--- src/shared/ssb_pkg.sv ---
package ssb_pkg;
  localparam logic [7:0] A_CTRL = 8'h00;
  localparam logic [7:0] A_VTHR = 8'h04;
  localparam logic [7:0] A_TOUT = 8'h08;
  localparam logic [7:0] A_DBIL = 8'h0C;
  localparam logic [7:0] A_OVTH = 8'h10;
  localparam logic [7:0] A_UVTH = 8'h14;
  localparam logic [7:0] A_STAT = 8'h18;
  localparam logic [7:0] A_IRQS = 8'h1C;
  localparam logic [7:0] A_IRQM = 8'h20;
  localparam int CB_SWEN = 0;
  localparam int CB_BRKFN = 1;
  localparam int CB_BRKIMM = 2;
  localparam int CB_MODE = 4;
  localparam int CB_FCLR = 7;
  localparam int IRQ_W = 4;
  localparam int IB_STOP = 0;
  localparam int IB_BRAKE = 1;
  localparam int IB_OV = 2;
  localparam int IB_FAULT = 3;
  localparam logic [15:0] RST_VTHR = 16'h0040;
  localparam logic [15:0] RST_DBIL = 16'h0800;
  localparam logic [11:0] RST_OVTH = 12'hE00;
  localparam logic [11:0] RST_UVTH = 12'h200;
  localparam logic [1:0] RESP_OKAY = 2'h0;
  localparam logic [1:0] RESP_SLVERR = 2'h2;
  localparam logic [23:0] CNT_MAX = 24'hFFFFFF;
  localparam int CLK_PERIOD_NS = 40;
  localparam int STOP_TIMEOUT_NS = 10_000_000;
  localparam int STOP_TIMEOUT_CYC = STOP_TIMEOUT_NS / CLK_PERIOD_NS;
  typedef enum logic [1:0] {DM_COAST = 2'b00, DM_DBRAKE = 2'b01,
    DM_CTRL = 2'b10, DM_RSVD = 2'b11} ssb_mode_t;
  typedef enum logic [1:0] {FC_DISABLE = 2'b00, FC_DBRAKE = 2'b01,
    FC_CTRL = 2'b10, FC_RSVD = 2'b11} ssb_fcls_t;
  typedef enum logic [2:0] {ST_HOLD = 3'b000, ST_RUN = 3'b001,
    ST_DECEL = 3'b010, ST_DBRAKE = 3'b011, ST_COAST = 3'b100} ssb_st_t;
  typedef enum logic [1:0] {LED_GREEN = 2'b00, LED_WARN = 2'b01,
    LED_ORANGE = 2'b10, LED_FAULT = 2'b11} ssb_led_t;
  typedef struct packed {
    logic swen; logic brkfn; logic brkimm; ssb_mode_t mode;
    logic [15:0] vthr; logic [23:0] tout; logic [15:0] dbil;
    logic [11:0] ovth; logic [11:0] uvth; logic [IRQ_W-1:0] mask;
  } ssb_cfg_t;
  typedef struct packed {
    logic awr; logic [7:0] awa; logic wr; logic [31:0] wd;
    logic [3:0] ws; logic bv; logic [1:0] br;
    logic arr; logic rv; logic [31:0] rd; logic [1:0] rr;
  } ssb_axs_t;
  typedef struct packed {
    logic pwr; logic dbq; logic dz; logic dec; logic brk;
    logic act; ssb_led_t led; logic irq;
  } ssb_out_t;
endpackage

--- src/logic/ssb_top.sv ---
`timescale 1ns/10ps
module ssb_top
  import ssb_pkg::*;
#(
  parameter logic [23:0] P_TIMEOUT_CYC = STOP_TIMEOUT_CYC[23:0]
)(
  input wire logic CLOCK,
  input wire logic RST,
  input wire logic AWVALID,
  output logic AWREADY,
  input wire logic [7:0] AWADDR,
  input wire logic WVALID,
  output logic WREADY,
  input wire logic [31:0] WDATA,
  input wire logic [3:0] WSTRB,
  output logic BVALID,
  input wire logic BREADY,
  output logic [1:0] BRESP,
  input wire logic ARVALID,
  output logic ARREADY,
  input wire logic [7:0] ARADDR,
  output logic RVALID,
  input wire logic RREADY,
  output logic [31:0] RDATA,
  output logic [1:0] RRESP,
  input wire logic HW_ENABLE,
  input wire logic DI_STOP,
  input wire logic FAULT,
  input wire logic [1:0] FAULT_CLASS,
  input wire logic [15:0] VELOCITY,
  input wire logic [15:0] TERM_CURRENT,
  input wire logic [11:0] VBUS,
  output logic PWR_STAGE_EN,
  output logic DB_Q_SHORT,
  output logic D_ZERO_TARGET,
  output logic DECEL_REQ,
  output logic BRAKE_APPLY,
  output logic DRIVE_ACTIVE,
  output logic [1:0] LED_CODE,
  output logic IRQ
);

  ssb_axs_t bs_r, bs_nxt;
  ssb_cfg_t cfg_r, cfg_nxt;
  ssb_st_t st_r, st_nxt;
  ssb_out_t out_r, out_nxt;
  ssb_fcls_t fcls_r, fcls_nxt, cls;
  logic [23:0] cnt_r, cnt_nxt;
  logic flt_r, flt_nxt, ovf_r, ovf_nxt;
  logic [IRQ_W-1:0] irqs_r, irqs_nxt, ev;
  logic wr_fire, fclr, ov, flt_any, stop_cond, en_ok, cur_under;
  logic [31:0] wimg;

  function automatic logic [31:0] merge(input logic [31:0] old,
    input logic [31:0] d, input logic [3:0] s);
    logic [31:0] m;
    m = old;
    for (int i = 0; i < 4; i++)
    begin
      if (s[i])
      begin
        m[8*i +: 8] = d[8*i +: 8];
      end
    end
    return m;
  endfunction

  function automatic logic [31:0] rdmux(input logic [7:0] a);
    logic [31:0] v;
    v = 32'h0;
    case (a)
      A_CTRL: v = {26'h0, cfg_r.mode, 1'b0, cfg_r.brkimm,
        cfg_r.brkfn, cfg_r.swen};
      A_VTHR: v = {16'h0, cfg_r.vthr};
      A_TOUT: v = {8'h0, cfg_r.tout};
      A_DBIL: v = {16'h0, cfg_r.dbil};
      A_OVTH: v = {20'h0, cfg_r.ovth};
      A_UVTH: v = {20'h0, cfg_r.uvth};
      A_STAT: v = {24'h0, fcls_r, ovf_r, flt_r, out_r.brk, st_r};
      A_IRQS: v = {28'h0, irqs_r};
      A_IRQM: v = {28'h0, cfg_r.mask};
      default: v = 32'h0;
    endcase
    return v;
  endfunction

  function automatic logic known(input logic [7:0] a);
    return (a[1:0] == 2'b00) && (a <= A_IRQM);
  endfunction

  ////////////////////////////////////////////////////////////////////////
  // Bus slave and configuration.
  // A write lands once address and data are both held; the answer comes
  // one edge later, which keeps the register update and B in step.
  assign wr_fire = !bs_r.awr && !bs_r.wr && !bs_r.bv;
  assign wimg = merge(rdmux(bs_r.awa), bs_r.wd, bs_r.ws);

  always_comb
  begin
    bs_nxt = bs_r;
    cfg_nxt = cfg_r;
    if (AWVALID && bs_r.awr)
    begin
      bs_nxt.awr = 1'b0;
      bs_nxt.awa = AWADDR;
    end
    if (WVALID && bs_r.wr)
    begin
      bs_nxt.wr = 1'b0;
      bs_nxt.wd = WDATA;
      bs_nxt.ws = WSTRB;
    end
    if (wr_fire)
    begin
      bs_nxt.bv = 1'b1;
      bs_nxt.br = known(bs_r.awa) ? RESP_OKAY : RESP_SLVERR;
      case (bs_r.awa)
        A_CTRL:
        begin
          cfg_nxt.swen = wimg[CB_SWEN];
          cfg_nxt.brkfn = wimg[CB_BRKFN];
          cfg_nxt.brkimm = wimg[CB_BRKIMM];
          cfg_nxt.mode = ssb_mode_t'(wimg[CB_MODE +: 2]);
        end
        A_VTHR: cfg_nxt.vthr = wimg[15:0];
        A_TOUT: cfg_nxt.tout = wimg[23:0];
        A_DBIL: cfg_nxt.dbil = wimg[15:0];
        A_OVTH: cfg_nxt.ovth = wimg[11:0];
        A_UVTH: cfg_nxt.uvth = wimg[11:0];
        A_IRQM: cfg_nxt.mask = wimg[IRQ_W-1:0];
        default: cfg_nxt = cfg_r;
      endcase
    end
    if (bs_r.bv && BREADY)
    begin
      bs_nxt.bv = 1'b0;
      bs_nxt.awr = 1'b1;
      bs_nxt.wr = 1'b1;
    end
    if (ARVALID && bs_r.arr)
    begin
      bs_nxt.arr = 1'b0;
      bs_nxt.rv = 1'b1;
      bs_nxt.rd = rdmux(ARADDR);
      bs_nxt.rr = known(ARADDR) ? RESP_OKAY : RESP_SLVERR;
    end
    if (bs_r.rv && RREADY)
    begin
      bs_nxt.rv = 1'b0;
      bs_nxt.arr = 1'b1;
    end
  end

  always_ff @(posedge CLOCK or posedge RST)
  begin
    if (RST)
    begin
      bs_r <= '{awr: 1'b1, wr: 1'b1, arr: 1'b1, default: '0};
      cfg_r <= '{vthr: RST_VTHR, tout: P_TIMEOUT_CYC, dbil: RST_DBIL,
        ovth: RST_OVTH, uvth: RST_UVTH, mode: DM_CTRL, default: '0};
    end
    else
    begin
      bs_r <= bs_nxt;
      cfg_r <= cfg_nxt;
    end
  end

  ////////////////////////////////////////////////////////////////////////
  // Stop and brake sequencer.
  assign fclr = wr_fire && bs_r.awa == A_CTRL && bs_r.ws[0]
    && bs_r.wd[CB_FCLR];
  assign ov = VBUS > cfg_r.ovth;
  assign flt_any = FAULT || ov || flt_r;
  assign stop_cond = (VELOCITY < cfg_r.vthr) || (cnt_r >= cfg_r.tout);
  assign en_ok = HW_ENABLE && cfg_r.swen && !flt_any && !DI_STOP;
  assign cur_under = TERM_CURRENT < cfg_r.dbil;

  always_comb
  begin
    st_nxt = st_r;
    // fault class, overvoltage forces a plain disable
    cls = ov ? FC_DISABLE : ((FAULT && !flt_r) ?
      ssb_fcls_t'(FAULT_CLASS) : fcls_r);
    case (st_r)
      ST_HOLD:
      begin
        if (en_ok)
        begin
          st_nxt = ST_RUN;
        end
      end
      ST_RUN, ST_DECEL, ST_DBRAKE:
      begin
        if (!HW_ENABLE)
        begin
          st_nxt = cfg_r.brkimm ? ST_HOLD : ST_COAST;
        end
        else if (flt_any)
        begin
          if (cfg_r.brkimm)
          begin
            st_nxt = ST_HOLD;
          end
          else if (cls == FC_DISABLE || cls == FC_RSVD)
          begin
            st_nxt = ST_COAST;
          end
          else if (st_r == ST_RUN)
          begin
            st_nxt = (cls == FC_DBRAKE) ? ST_DBRAKE : ST_DECEL;
          end
          else if (stop_cond)
          begin
            st_nxt = ST_HOLD;
          end
        end
        else if (st_r == ST_RUN)
        begin
          // stop input gives a controlled stop
          if (DI_STOP)
          begin
            st_nxt = ST_DECEL;
          end
          // software disable, mode picks the stop
          else if (!cfg_r.swen)
          begin
            case (cfg_r.mode)
              DM_DBRAKE: st_nxt = ST_DBRAKE;
              DM_CTRL: st_nxt = ST_DECEL;
              default: st_nxt = ST_COAST;
            endcase
          end
        end
        // end of stop on velocity or timeout
        else if (stop_cond)
        begin
          st_nxt = ST_HOLD;
        end
      end
      ST_COAST:
      begin
        if (stop_cond)
        begin
          st_nxt = ST_HOLD;
        end
      end
      default: st_nxt = ST_HOLD;
    endcase
    // stop timer restarts at every state entry
    if (st_nxt != st_r)
    begin
      cnt_nxt = 24'h0;
    end
    else
    begin
      cnt_nxt = (cnt_r == CNT_MAX) ? cnt_r : cnt_r + 24'h1;
    end
    // A new fault wins over a clear in the same cycle.
    flt_nxt = (FAULT || ov) ? 1'b1 : (fclr ? 1'b0 : flt_r);
    ovf_nxt = ov ? 1'b1 : (fclr ? 1'b0 : ovf_r);
    fcls_nxt = flt_nxt ? cls : FC_DISABLE;
    ev = '0;
    ev[IB_STOP] = st_r == ST_RUN && st_nxt != ST_RUN;
    ev[IB_BRAKE] = st_nxt == ST_HOLD && st_r != ST_HOLD;
    ev[IB_OV] = ov && !ovf_r;
    ev[IB_FAULT] = flt_nxt && !flt_r;
    irqs_nxt = irqs_r;
    if (wr_fire && bs_r.awa == A_IRQS && bs_r.ws[0])
    begin
      irqs_nxt = irqs_r & ~bs_r.wd[IRQ_W-1:0];
    end
    irqs_nxt = irqs_nxt | ev;
    out_nxt.pwr = st_nxt == ST_RUN || st_nxt == ST_DECEL
      || st_nxt == ST_DBRAKE;
    out_nxt.act = st_nxt == ST_RUN || st_nxt == ST_DECEL;
    out_nxt.dec = st_nxt == ST_DECEL;
    // q shorted, d loop held at zero
    out_nxt.dz = st_nxt == ST_DBRAKE;
    // shorting pauses while current is at the cap
    out_nxt.dbq = st_nxt == ST_DBRAKE && cur_under;
    // brake applied while in hold, when the brake function is enabled
    out_nxt.brk = cfg_r.brkfn && st_nxt == ST_HOLD;
    if (flt_nxt)
    begin
      out_nxt.led = LED_FAULT;
    end
    else if (out_nxt.act)
    begin
      out_nxt.led = (VBUS < cfg_r.uvth) ? LED_WARN : LED_GREEN;
    end
    else
    begin
      out_nxt.led = LED_ORANGE;
    end
    out_nxt.irq = |(irqs_nxt & cfg_r.mask);
  end

  always_ff @(posedge CLOCK or posedge RST)
  begin
    if (RST)
    begin
      st_r <= ST_HOLD;
      cnt_r <= 24'h0;
      flt_r <= 1'b0;
      ovf_r <= 1'b0;
      fcls_r <= FC_DISABLE;
      irqs_r <= '0;
      out_r <= '{led: LED_ORANGE, default: '0};
    end
    else
    begin
      st_r <= st_nxt;
      cnt_r <= cnt_nxt;
      flt_r <= flt_nxt;
      ovf_r <= ovf_nxt;
      fcls_r <= fcls_nxt;
      irqs_r <= irqs_nxt;
      out_r <= out_nxt;
    end
  end

  assign AWREADY = bs_r.awr;
  assign WREADY = bs_r.wr;
  assign BVALID = bs_r.bv;
  assign BRESP = bs_r.br;
  assign ARREADY = bs_r.arr;
  assign RVALID = bs_r.rv;
  assign RDATA = bs_r.rd;
  assign RRESP = bs_r.rr;
  assign PWR_STAGE_EN = out_r.pwr;
  assign DB_Q_SHORT = out_r.dbq;
  assign D_ZERO_TARGET = out_r.dz;
  assign DECEL_REQ = out_r.dec;
  assign BRAKE_APPLY = out_r.brk;
  assign DRIVE_ACTIVE = out_r.act;
  assign LED_CODE = out_r.led;
  assign IRQ = out_r.irq;
endmodule

--- config.mk ---
export PLATFORM = sky130hd
export DESIGN_NAME = ssb_top
export DESIGN_NICKNAME = d
export VERILOG_FILES = /design/src/shared/ssb_pkg.sv /design/src/logic/ssb_top.sv
export SDC_FILE = /design/constraint.sdc
export NUM_CORES = 1
export LEC_CHECK = 0
export BUFFER_PORTS_ARGS = -buffer_cell sky130_fd_sc_hd__buf_2
export CELL_PAD_IN_SITES_DETAIL_PLACEMENT = 2
export CELL_PAD_IN_SITES_GLOBAL_PLACEMENT = 2
export CORE_ASPECT_RATIO = 1.75
export CORE_MARGIN = 2
export CORE_UTILIZATION = 38
export CTS_BUF_LIST = sky130_fd_sc_hd__clkbuf_8
export DETAILED_ROUTE_END_ITERATION = 10
export HOLD_SLACK_MARGIN = 0.08
export PLACE_DENSITY_LB_ADDON = 0.1
export SLEW_MARGIN = 5
export SYNTH_ARGS = -nofsm -noshare
export SYNTH_HDL_FRONTEND = slang
export SYNTH_SLANG_ARGS = --single-unit
--- constraint.sdc ---
create_clock -name CLOCK -period 9.4 [get_ports CLOCK]
set_input_delay 1.88 -clock CLOCK [delete_from_list [all_inputs] [get_ports CLOCK]]
set_output_delay 1.88 -clock CLOCK [all_outputs]
set_load 0.03 [all_outputs]
==> flow_summary.ini <==
[clock_tree]
cts_sinks = 199
post_cts_buffers = 0
cts_inserted_buffers = 17
insertion_delay_ps = 540
h-tree-depth = 4
cts_root_buffer = clkbuf_8
clkTransAtPathRegs_ps = 110
hold_buffers = 0
cts_buffer_depth = 2
cts_tree = done
cts_resized = 0

[worst_setup_path]
r2r_setup_slack_ps = 4940
critPathLaunchType = primary input
crit_arrival_ps = 5610
r2r-start = cfg_r[26]$_DFFE_PP1P_
cp_max_fo = 8
worst_setup_path_end_kind = flip-flop
r2r.worst_path.cells = 16
rr_endpoint = LED_CODE[0]$_DFF_PP0_
worst-setup-path-type = in2reg
critPathRequiredTime_ps = 9770

[placement]
routabilityCongestion = 0.846
dp_hpwl_um = 31200
port_buffers = 138
place_inst = 1585

[timing]
setup_viol = 0
relSlewSlack = 0.263
finalCriticalPeriod_ps = 5230
fin_crit_sh = 0.557
drv_slew = 0
skew_ps = 14.9
setup_tns_ps = 0
worst_pin_slew_ps = 1100
rsz0062_at_grt = false
hold_viol = 0
fmax_ghz = 0.191

[grt]
grt-ovfl-total = 0
grt_antenna_before_repair = 0
grt_pass1_vias = 10384
grt_pass1_wl_um = 61600
grt_max_degree = 99
track_usage = 0.267

[detailed_routing]
drt-wirelength-per-cell_um = 24.6
drt-initial-drc-count = 706
vias = 9282
wl_met1_um = 13800
routed_wl_um = 39800
dr.pass1.iters = 7
drc = 0
dr.max_layer_used = met4
postRouteAntennaNets = 0
post_drt_via_cell_ratio = 5.74
wl_met3_um = 1300
wl_met2_um = 22400

[synth]
yosys_warnings = 0
synth_top_area_frac = 0.402
synth-edff-count = 0
mappedNetlistArea_um2 = 11300
yosys_register_bits = 199
syn_area_per_cell_um2 = 10.1
async_reset_ff_frac = 1.00
synth.largest_area_cell = dfrtp_1
ys.flop_type = dfrtp_1
synth.distinct_cells = 68
ys_top_cells_by_area = dfrtp_1 (40%), mux2_2 (10%), ha_1 (8.9%), dfstp_2 (4.2%), nand2_1 (3.9%)
synthCells = 1115
seq_area_frac_synth = 0.444

[hold_path]
hold_path_depth = 1
min_to = RDATA[4]$_DFFE_PP0P_
hold_path_class = reg2reg
hp-start = RDATA[4]$_DFFE_PP0P_

[run]
max-cap-violations = 0

[layout]
fin_cells = 1617
nFillCells = 3236
syn2layout_area_growth_pct = 11.9
mostFrequentLayoutCells = dfrtp_1 (181), buf_2 (138), nand2_1 (116)
antenna_cells = 0
layout_commonest_cell = dfrtp_1
fin_nets = 1410
drive_gt1_frac = 0.256

[floorplanning]
ios = 158
die_width_um = 134
dieArea_um2 = 31100
fp-row-count = 83
start_util = 0.385
die_y_um = 232
coreArea_um2 = 29300

[power]
ir_worst_vdd_mv = 0.129
power.leakage_nw = 5.71
power_density_nw_per_um2 = 216

[status]
status = finished clean
## per-stage QoR
step / power [mW] / setup slack [ps] / util / hold slack [ps] / cell area [µm²]
5_1_grt: 2.89 / 3910 / 0.430 / 514 / 12600
3_5_place_dp: 2.11 / 3550 / 0.415 / 474 / 12200
3_3_place_gp: 2.06 / 3630 / 0.415 / 455 / 12200
2_1_floorplan: 1.75 / 2120 / - / 451 / 11300
4_1_cts: 2.76 / 4130 / 0.430 / 498 / 12600
6_report: 2.72 / 4170 / 0.430 / 494 / 12600
## how the worst max path moves through the flow
| stage | from | endpoint | slack [ps] | cells past startpoint |
|---|---|---|---|---|
| finish | VBUS[3] | LED_CODE[0]$_DFF_PP0_ | 4170 | 15 |
| global route | VBUS[7] | LED_CODE[0]$_DFF_PP0_ | 3910 | 16 |
| CTS | VBUS[7] | LED_CODE[0]$_DFF_PP0_ | 4130 | 15 |
| detailed placement | VBUS[7] | LED_CODE[0]$_DFF_PP0_ | 3550 | 15 |
| global placement | VBUS[7] | LED_CODE[0]$_DFF_PP0_ | 3630 | 15 |
| floorplan | RST | BRAKE_APPLY$_DFF_PP0_ | 2120 | 1 |
## critical path, cell delays in order
cell and delay (ps):
buf_2 110, ha_1 330, nand3_1 100, or4_4 550, and2_4 220, inv_1 100, nand2_1 90, ha_1 320
o22ai_1 170, o221a_2 230, o41a_1 220, o21ai_0 250, a21oi_1 710, a211o_2 230, o21ai_0 70
## final cells by class
type | count | area, µm² | area share
Clock buffer | 17 | 234 | 0.0186
Clock inverter | 15 | 218 | 0.0173
Inverter | 102 | 390 | 0.0310
Multi-Input combinational cell | 752 | 5500 | 0.436
Sequential cell | 199 | 5000 | 0.397
Tap cell | 382 | 478 | 0.0379
Timing Repair Buffer | 150 | 781 | 0.0619
## Yosys cell counts, types with 11 or more instances
master and count:
nand3_1 20, clkbuf_1 28, nand4_1 13, ha_1 80, a222oi_1 24, dfrtp_1 181
inv_1 101, nor2_1 69, a21oi_1 37, buf_4 36, dfstp_2 18, xor2_1 11
mux2_2 103, o21ai_0 63, a221oi_1 11, a22oi_1 33, nand2_1 116, nor3_1 18
## report_power, final
part	leakage [nW]	switching, mW	total (mW)	internal [mW]
sequential	2.56	0.256	1.31	1.05
clock	0.229	0.359	0.634	0.275
combinational	2.93	0.449	0.780	0.331
## kinds of logic after synthesis
group                    after synthesis  share of synthesized area
XOR/XNOR                              19                     0.0148
other                                  1                   0.000333
AO/OA/AOI/OAI                        242                      0.150
adder cells (fa/ha/maj)               80                     0.0888
AND/OR/NAND/NOR                      289                      0.120
flip-flops                           199                      0.444
buffers and inverters                173                     0.0717
multiplexers                         112                      0.111
## sequential cells by signal, summed over array words and instances, names as in the netlist, 2 cells and up
signal / cells
cfg_r: 89
irqs_r: 4
cnt_r: 24
LED_CODE: 2
RDATA: 24
bs_r: 35
st_r: 3
fcls_r: 2
## layer usage
metal,up-vias,track usage
li1,4164,-
met1,4792,0.276
met2,245,0.512
met3,81,0.0365
met4,0,0.142
met5,-,0
(Power assumes the default switching activity.)
